### src/rtl/mfr_status_pkg.sv
`default_nettype none
package mfr_status_pkg;
  // command codes on the command port
  localparam logic [7:0] CMD_VENDOR_FAULT_STATUS = 8'h80;
  localparam logic [7:0] CMD_INPUT_VOLTAGE = 8'h88;
  localparam logic [7:0] CMD_OUTPUT_VOLTAGE = 8'h8b;
  localparam logic [7:0] CMD_FAULT_CLEAR = 8'h03;
  localparam logic [7:0] PHASE_ALL = 8'hff;
  // vendor status bit positions
  localparam int BIT_POWER_ON = 7;
  localparam int BIT_SELF_CHECK = 6;
  localparam int BIT_OUT_RESET = 3;
  localparam int BIT_BACKCHANNEL = 2;
  localparam int BIT_SYNC = 1;
  localparam logic [7:0] LATCHED_MASK = 8'h8e;
  localparam int BIT_INVALID_CMD = 7;
  localparam logic [7:0] STATUS_RESET = 8'h00;
  localparam logic [15:0] WORD_RESET = 16'h0000;
  localparam int PHASES = 4;

  // one bus transaction as decoded by the serial front end
  typedef struct packed {
    logic valid;
    logic write;
    logic [7:0] code;
    logic [7:0] data;
  } cmd_req_t;

  // one-cycle hardware fault events
  typedef struct packed {
    logic powerOnBad;
    logic outReset;
    logic backchannel;
    logic syncFault;
  } fault_evt_t;
endpackage
`default_nettype wire

### src/rtl/mfr_status_and_telemetry_regs.sv
// Overview of operation
// - fault-clear command clears all latched vendor flags; writing 1 clears one flag.
// - bit 7 latches on bad trim check, config checksum or strap detection.
// - bit 6 is live: 1 during self-check or while followers are silent.
// - bits 5:4 and 0 always read zero and ignore writes.
// - bit 3 latches output reset event, bit 2 back-channel fault; write-1 clears.
// - bit 1 latches sync fault; resets to 0, write-1 clears.
// - each alert-capable vendor bit has an alert mask bit.
// - input voltage word is read-only, exponent 15:11, mantissa 10:0.
// - write to read-only telemetry sets comm fault, invalid-command bit, alert.
// - phase FFh selects the lead controller's input voltage.
// - other phases select that phase's device input voltage.
// - output voltage word is read-only, 16 bits, per output format.
// - as loop follower report raw sense voltage, ignoring divider ratio.
// - summary comm fault bit is the OR of comm status flags.
`default_nettype none
module mfr_status_and_telemetry_regs
  import mfr_status_pkg::*;
#(
  parameter int NUM_PHASES = PHASES
) (
  // clock and reset
  input wire logic clk_sys,
  input wire logic nrst,
  // decoded bus commands
  input wire cmd_req_t cmdReq,
  input wire logic [7:0] phaseSel,
  // hardware events and live status, asynchronous to this clock
  input wire fault_evt_t faultEvt,
  input wire logic selfCheckBusy,
  input wire logic followersMissing,
  // alert mask for vendor status
  input wire logic [7:0] alertMask,
  // measurements
  input wire logic [15:0] leadInputVoltage,
  input wire logic [NUM_PHASES*16-1:0] phaseInputVoltage,
  input wire logic [15:0] scaledOutputVoltage,
  input wire logic [15:0] rawSenseVoltage,
  input wire logic loopFollower,
  // answers
  output logic [15:0] readData,
  output logic [7:0] vendorStatus,
  output logic [7:0] commStatus,
  output logic commFaultSummary,
  output logic alertReq
);

  // ****************************************
  // parameter check
  // ****************************************
  // phase code FFh stands for the whole stack, so it cannot name a single phase
  if (NUM_PHASES < 1 || NUM_PHASES > int'(PHASE_ALL)) begin
    $error("NUM_PHASES out of range");
  end

  // ****************************************
  // input synchronisers
  // ****************************************
  logic [5:0] syncA_reg, syncB_reg;
  logic [5:0] syncA_next, syncB_next;
  logic [5:0] evtPrev_reg, evtPrev_next;
  // two stages before any logic reads a pin; the third stage only feeds edge detection

  always_comb begin
    syncA_next = {faultEvt, selfCheckBusy, followersMissing};
    syncB_next = syncA_reg;
    evtPrev_next = syncB_reg;
  end

  always_ff @(posedge clk_sys or negedge nrst) begin
    if (!nrst) begin
      syncA_reg <= 6'h00;
      syncB_reg <= 6'h00;
      evtPrev_reg <= 6'h00;
    end else begin
      syncA_reg <= syncA_next;
      syncB_reg <= syncB_next;
      evtPrev_reg <= evtPrev_next;
    end
  end

  // rising edges only, so a held event level latches once; the level must
  // fall and rise again before a cleared flag can be set anew
  fault_evt_t evtRise;
  assign evtRise = syncB_reg[5:2] & ~evtPrev_reg[5:2];

  // ****************************************
  // status flags
  // ****************************************
  logic [7:0] latched_reg, latched_next;
  logic [7:0] comm_reg, comm_next;
  logic [7:0] vstat_reg, vstat_next;
  logic alert_reg, alert_next;
  logic summary_reg, summary_next;
  logic isWrite, isRead, isRoWrite, isClear;
  logic [7:0] setMask, clrMask;

  function automatic logic [15:0] pick_phase(input logic [7:0] ph,
                                             input logic [NUM_PHASES*16-1:0] all);
    logic [15:0] v;
    v = WORD_RESET;
    for (int i = 0; i < NUM_PHASES; i++) begin
      if (ph == 8'(i)) begin
        v = all[i*16 +: 16];
      end
    end
    return v;
  endfunction

  // true when a taken command carries the given code
  function automatic logic cmd_is(input cmd_req_t req, input logic [7:0] code);
    return req.valid && (req.code == code);
  endfunction

  // ****************************************
  // command decode
  // ****************************************
  // decoding is shared by the flag and read paths
  always_comb begin
    isWrite = cmdReq.valid && cmdReq.write;
    isRead = cmdReq.valid && !cmdReq.write;
    // the clear command carries no data, so its direction bit is not looked at
    isClear = cmd_is(cmdReq, CMD_FAULT_CLEAR);
    isRoWrite = isWrite && (cmd_is(cmdReq, CMD_INPUT_VOLTAGE) ||
                            cmd_is(cmdReq, CMD_OUTPUT_VOLTAGE));
  end

  // ****************************************
  // flag update
  // ****************************************
  always_comb begin
    setMask = STATUS_RESET;
    setMask[BIT_POWER_ON] = evtRise.powerOnBad;
    setMask[BIT_OUT_RESET] = evtRise.outReset;
    setMask[BIT_BACKCHANNEL] = evtRise.backchannel;
    setMask[BIT_SYNC] = evtRise.syncFault;
    clrMask = STATUS_RESET;
    if (isClear) begin
      clrMask = LATCHED_MASK;
    end else if (isWrite && cmd_is(cmdReq, CMD_VENDOR_FAULT_STATUS)) begin
      clrMask = cmdReq.data & LATCHED_MASK;
    end
    // a set in the same cycle as its clear wins
    latched_next = ((latched_reg & ~clrMask) | setMask) & LATCHED_MASK;
    comm_next = comm_reg;
    if (isClear) begin
      comm_next = STATUS_RESET;
    end
    // an invalid write in the clear cycle still leaves its flag set
    if (isRoWrite) begin
      comm_next[BIT_INVALID_CMD] = 1'b1;
    end
    // loaded from the same next value as the comm flags, so both agree every cycle
    summary_next = |comm_next;
    // bit 6 is live: it follows the synced levels and is never latched
    vstat_next = latched_next;
    vstat_next[BIT_SELF_CHECK] = syncB_reg[1] | syncB_reg[0];
    // latched flags raise the alert, each gated by its mask bit; any comm flag raises it unmasked
    alert_next = |(latched_next & ~alertMask) | (|comm_next);
  end

  always_ff @(posedge clk_sys or negedge nrst) begin
    if (!nrst) begin
      latched_reg <= STATUS_RESET;
      comm_reg <= STATUS_RESET;
      vstat_reg <= STATUS_RESET;
      alert_reg <= 1'b0;
      summary_reg <= 1'b0;
    end else begin
      latched_reg <= latched_next;
      comm_reg <= comm_next;
      vstat_reg <= vstat_next;
      alert_reg <= alert_next;
      summary_reg <= summary_next;
    end
  end

  // ****************************************
  // read data
  // ****************************************
  // a vendor status read returns the registered view, one cycle behind a flag change
  logic [15:0] rdata_reg, rdata_next;

  always_comb begin
    rdata_next = rdata_reg;
    if (isRead) begin
      if (cmd_is(cmdReq, CMD_VENDOR_FAULT_STATUS)) begin
        rdata_next = {STATUS_RESET, vstat_reg};
      end else if (cmd_is(cmdReq, CMD_INPUT_VOLTAGE)) begin
        if (phaseSel == PHASE_ALL) begin
          rdata_next = leadInputVoltage;
        end else begin
          // phase codes with no device behind them read zero
          rdata_next = pick_phase(phaseSel, phaseInputVoltage);
        end
      end else if (cmd_is(cmdReq, CMD_OUTPUT_VOLTAGE)) begin
        // a loop follower reports its raw sense voltage, unscaled by the divider ratio
        rdata_next = loopFollower ? rawSenseVoltage : scaledOutputVoltage;
      end else begin
        // codes this block does not serve read as zero
        rdata_next = WORD_RESET;
      end
    end
  end

  always_ff @(posedge clk_sys or negedge nrst) begin
    if (!nrst) begin
      rdata_reg <= WORD_RESET;
    end else begin
      rdata_reg <= rdata_next;
    end
  end

  // ****************************************
  // outputs
  // ****************************************
  // every output is a register, so no decode glitch reaches the bus side
  assign readData = rdata_reg;
  assign vendorStatus = vstat_reg;
  assign commStatus = comm_reg;
  assign commFaultSummary = summary_reg;
  assign alertReq = alert_reg;

endmodule
`default_nettype wire

### config.mk
export PLATFORM = sky130hd
export DESIGN_NAME = mfr_status_and_telemetry_regs
export DESIGN_NICKNAME = d
export VERILOG_FILES = /design/src/rtl/mfr_status_pkg.sv /design/src/rtl/mfr_status_and_telemetry_regs.sv
export SDC_FILE = /design/constraint.sdc
export NUM_CORES = 1
export LEC_CHECK = 0
export ABC_CLOCK_PERIOD_IN_PS = 1300
export BUFFER_PORTS_ARGS = -buffer_cell sky130_fd_sc_hd__buf_2
export CORE_ASPECT_RATIO = 0.9
export CORE_MARGIN = 4
export CORE_UTILIZATION = 37
export CTS_BUF_LIST = sky130_fd_sc_hd__clkbuf_16
export CTS_CLUSTER_SIZE = 12
export DETAILED_ROUTE_END_ITERATION = 12
export PLACE_DENSITY = 0.76
export SYNTH_ARGS = -nofsm -noshare
export SYNTH_HDL_FRONTEND = slang
export SYNTH_SLANG_ARGS = --single-unit
export TNS_END_PERCENT = 50
### constraint.sdc
create_clock -name clk_sys -period 1.3 [get_ports clk_sys]
set_input_delay 0.065 -clock clk_sys [delete_from_list [all_inputs] [get_ports clk_sys]]
set_output_delay 0.065 -clock clk_sys [all_outputs]
set_load 0.01 [all_outputs]
Word level (Yosys, flattened, before mapping)
Index checks and enable logic that the tools add are counted.
- register bits: 53
- bits of input ports: 155
- output and inout port bits: 34
- equality and inequality tests: 8
- mux-type cells: 13
- bitwise operators: 9
- reduce and logical (&&, ||, !) cells: 13
- operator list (cell ; count):
    two-way mux 16 bit ; 9
    == test 8 bit (second input constant) ; 4
    == test 8 x 2 -> 1 bit (second input constant) ; 3
    two-way mux 8 bit ; 3
    AND 8 bit ; 2
    NOT 8 bit ; 2
    OR reduction 8 bit ; 2
    == test 8 x 1 -> 1 bit (second input constant) ; 1
    logical AND 1 bit ; 8
    zero test 8 bit ; 1
    bitwise OR 8 bit ; 1
    AND 4 bit ; 1
    NOT 4 bit ; 1
    bitwise OR 1 bit ; 2
    zero test 1 bit ; 1
    logical OR 1 bit ; 1
    two-way mux 1 bit ; 1

Depth between registers and ports, before layout
- depth after elaboration: 11
- mapped depth: 7
- mapped depth without buffers: 5

Worst setup path before layout
OpenSTA, ideal clock, no wires.
- path kind: input to register
- start: input port phaseSel[0]
- end: register rdata_reg[11] (netlist: readData[11])
- library setup time: 122 ps
- arrival time: 1507 ps
- data required time: 1178 ps
- path slack: -328 ps
- cell stages on the path: 5
- buffers on the path: 2
- cells stage by stage: buf_4 buf_2 mux4_2 a221o_1 a32o_1
- longest elaborated chain between the ends: 8
- ends and longest elaborated chain (what ; RTL line ; source):
    from (decl) ; mfr_status_and_telemetry_regs.sv:27 ; input wire logic [7:0] phaseSel,
    zero test 8 bit ; mfr_status_and_telemetry_regs.sv:103 ; if (ph == 8'(i)) begin
    two-way mux 16 bit (4 in series) ; mfr_status_and_telemetry_regs.sv:103 ;
    two-way mux 16 bit (*) ; mfr_status_and_telemetry_regs.sv:190 ; if (phaseSel == PHASE_ALL) begin
    two-way mux 16 bit (*) ; mfr_status_and_telemetry_regs.sv:189 ; end else if (cmd_is(cmdReq, CMD_INPUT_VOLTAGE)) begin
    two-way mux 16 bit (*) ; mfr_status_and_telemetry_regs.sv:187 ; if (cmd_is(cmdReq, CMD_VENDOR_FAULT_STATUS)) begin
    to (signal assigned) ; mfr_status_and_telemetry_regs.sv:210 ; rdata_reg <= rdata_next;
    to (decl) ; mfr_status_and_telemetry_regs.sv:182 ; logic [15:0] rdata_reg, rdata_next;
Every way passes the cells marked *; elsewhere a longest branch is shown, timed or not.
A chain may end at the register's enable or synchronous reset.

Worst setup path in the final report
- start: register comm_reg[3] (netlist: commStatus[3])
- end: register alert_reg (netlist: alertReq)
- longest elaborated chain between the ends: 3
- ends and longest elaborated chain (what ; RTL line ; source):
    from (decl) ; mfr_status_and_telemetry_regs.sv:91 ; logic [7:0] comm_reg, comm_next;
    from (signal assigned) ; mfr_status_and_telemetry_regs.sv:171 ; comm_reg <= comm_next;
    two-way mux 8 bit ; mfr_status_and_telemetry_regs.sv:146 ; if (isClear) begin
    OR reduction 8 bit ; mfr_status_and_telemetry_regs.sv:159 ; alert_next = |(latched_next & ~alertMask) | (|comm_next);
    bitwise OR 1 bit ; mfr_status_and_telemetry_regs.sv:159 ;
    via alert_next ; mfr_status_and_telemetry_regs.sv:93 ; logic alert_reg, alert_next;
    to (signal assigned) ; mfr_status_and_telemetry_regs.sv:173 ; alert_reg <= alert_next;
    to (decl) ; mfr_status_and_telemetry_regs.sv:93 ;
The timed path passes the listed nets, and every way through them passes these cells.

==> flow_summary.json <==
{
  "violations": "setup timing",
  "rsz0062_at_grt": "yes",
  "nets": 608,
  "avgSynthCellArea_um2": 11.4,
  "drv_slew": 0,
  "p_leak_uw": 0.00217,
  "yosysTopAreaCell": "dfrtp_1",
  "route.detailed.drc": 0,
  "worst_slack_ns": -0.143,
  "synth_top_area_share_pct": 44.2,
  "antenna_found_initial": 0,
  "synth_flop_cell": "dfrtp_1",
  "initial_core_util_pct": 37.8,
  "register_area_mm2": 0.00118,
  "synth_edf_count": 0,
  "ys_seq_area_share_pct": 44.2,
  "ys_seq_elements": 47,
  "grt_pass1_wl_um": 14600,
  "grt_pass1_vias": 3074,
  "fin_crit_ns": 1.44,
  "crit_slowest_cell": "dfrtp_1",
  "finClkSkew_ns": 0.00329,
  "ys_top_cells_by_area": "dfrtp_1, mux4_2, a32o_1",
  "cts_tree": "yes",
  "drt_pass1_iterations": 4,
  "pin_count": 189,
  "fillerInstances": 644,
  "end_kind": "flop",
  "cp.required_ns": 1.47,
  "area_delta_synth_final_pct": 58.6,
  "cts.clk_slew.worst_paths_ns": 0.06,
  "place_hpwl_um": 7440,
  "largest_reg_flops": 16,
  "numPortBuffers": 177,
  "clock_latency_ns": 0.28,
  "multiInputGateArea_mm2": 0.00143,
  "max_stage_delay_ns": 0.39,
  "hold_path.class": "input port to flop",
  "numCtsBuffers": 5,
  "synth_area_mm2": 0.00266,
  "ant_nets": 0,
  "maxCapViolCount": 0,
  "gp_congestion": 0.879,
  "reg2reg_slack_ns": -0.14,
  "finalSetupViolCount": 1,
  "criticalPathCategory": "flop to flop",
  "outcome": "finished with violations",
  "synthCells": 233,
  "htree_levels": 2,
  "ys_types": 46,
  "clockBufferDepth": 2,
  "place_area_mm2": 0.00387,
  "synthArstFlopShare_pct": 100,
  "synth_warnings": 0,
  "diodes": 0,
  "grt_usage_pct": 21.2,
  "drt-total-wl_um": 9380,
  "cts_sinks": 47,
  "fp.dieW_um": 97.4,
  "cts_root_buf": "clkbuf_16",
  "routed_via_density": 5.19,
  "path_cells": "nor4_2 > nand2_1 > a2bb2oi_2 > o221ai_1 > a211o_1",
  "first_iter_violations": 112,
  "grt_overflow_total": 0,
  "fp.dieH_um": 88.5,
  "synth_most_common_cell": "dfrtp_1",
  "detail_route.wl_per_cell_um": 17.2,
  "core-area_mm2": 0.00704,
  "power_density_mw_per_mm2": 824,
  "dieArea_mm2": 0.00862,
  "hold_viol_final": 0,
  "vdd_drop_max_uv": 645,
  "synthTopCellsByCount": "dfrtp_1, nor2_1, nand2_1",
  "fmax_mhz": 693,
  "fin_crit_sh_pct": 111,
  "rows": 29,
  "worstPathArrival_ns": 1.61,
  "path_max_fanout": 2,
  "grt_max_degree": 48,
  "vias": 2838,
  "finalPower_uw": 3480,
  "design_area_mm2": 0.00422,
  "startpoint_type": "flop",
  "layout-drive-gt1-share_pct": 58.4
}
[cell families (layout without fill, tap and decap cells)]
kind of cell    Yosys count  after routing  share of synthesized area, %
buf+inv                  25            243                          4.89
simple gates             70             71                          15.0
compound gates           58             58                          18.3
flops                    47             47                          44.2
other cells               1              3                         0.141
mux                      32             32                          17.5
[placed cells by master (no fill, tap or decap), drive strengths merged, types with 5 or more instances in the layout]
cell	Yosys	final
a21oi	6	6
a221o	10	10
a221oi	5	5
a2bb2oi	6	6
a32o	16	16
and2	12	12
buf	11	222
clkbuf	8	5
dfrtp	47	47
dlygate4sd3	0	7
inv	6	6
mux2	6	6
mux2i	15	15
mux4	11	11
nand2	16	16
nand4	6	6
nor2	18	18
o21ai	6	6
[stage by stage]
step	instances	hold slack (ns)	worst slack [ns]	setup TNS (ns)	utilization, %
2_1_floorplan	235	-0.231	-0.253	-3.07	-
3_3_place_gp	525	0.0626	-0.353	-6.09	55.0
3_5_place_dp	525	0.0687	-0.457	-7.90	55.0
4_1_cts	547	0.0634	-0.157	-0.157	59.4
5_1_grt	547	0.0924	-0.258	-0.500	60.0
6_report	547	0.0623	-0.143	-0.143	60.0
[path summary, 6_finish.rpt]
check | startpoint | end | cells past startpoint
worst max-delay path | commStatus[3] | alertReq | 5
worst min-delay path | alertMask[1] | alertReq | 3
worst max register to register | commStatus[3] | alertReq | 5
worst min register to register | syncA_reg[1] | evtPrev_next[1] | 0
max in group asynchronous | nrst | commStatus[2] | 3
min in group asynchronous | nrst | evtPrev_next[4] | 3
[layout make-up]
class	count	area share [%]
Sequential cell	47	27.9
Multi-Input combinational cell	164	33.8
Timing Repair Buffer	229	31.7
Tap cell	93	2.76
Inverter	6	0.533
Clock buffer	5	2.96
Clock inverter	3	0.474
[report_power, final]
group	internal (uW)	switching (uW)	leakage (uW)
clock	708	531	0.0000658
sequential	1520	26.3	0.000578
combinational	389	306	0.00153
[worst max-delay path: cells and delay by family (launching register included)]
family / cells / cell delay [ns]
flops: 1 / 0.39
compound gates: 3 / 0.56
simple gates: 2 / 0.38
[what timing repair did]
action | 4_1_cts | 5_1_grt
pin swaps | 14 | 9
setup endpoints to repair | 13 | 17
endpoints found under the hold margin | 53 | 0
buffers inserted | 6 | 1
gates cloned | 1 | 0
hold buffers | 7 | 0
resized for setup | 9 | 11
[layer usage]
layer / wire (um) / vias to the layer above / track usage, %
li1: - / 1340 / -
met1: 3680 / 1363 / 25.1
met2: 4880 / 122 / 39.3
met3: 723 / 13 / 5.59
met4: 103 / 0 / 4.40
met5: 0 / - / 0
Note: power is estimated with default switching activity, not from simulation.
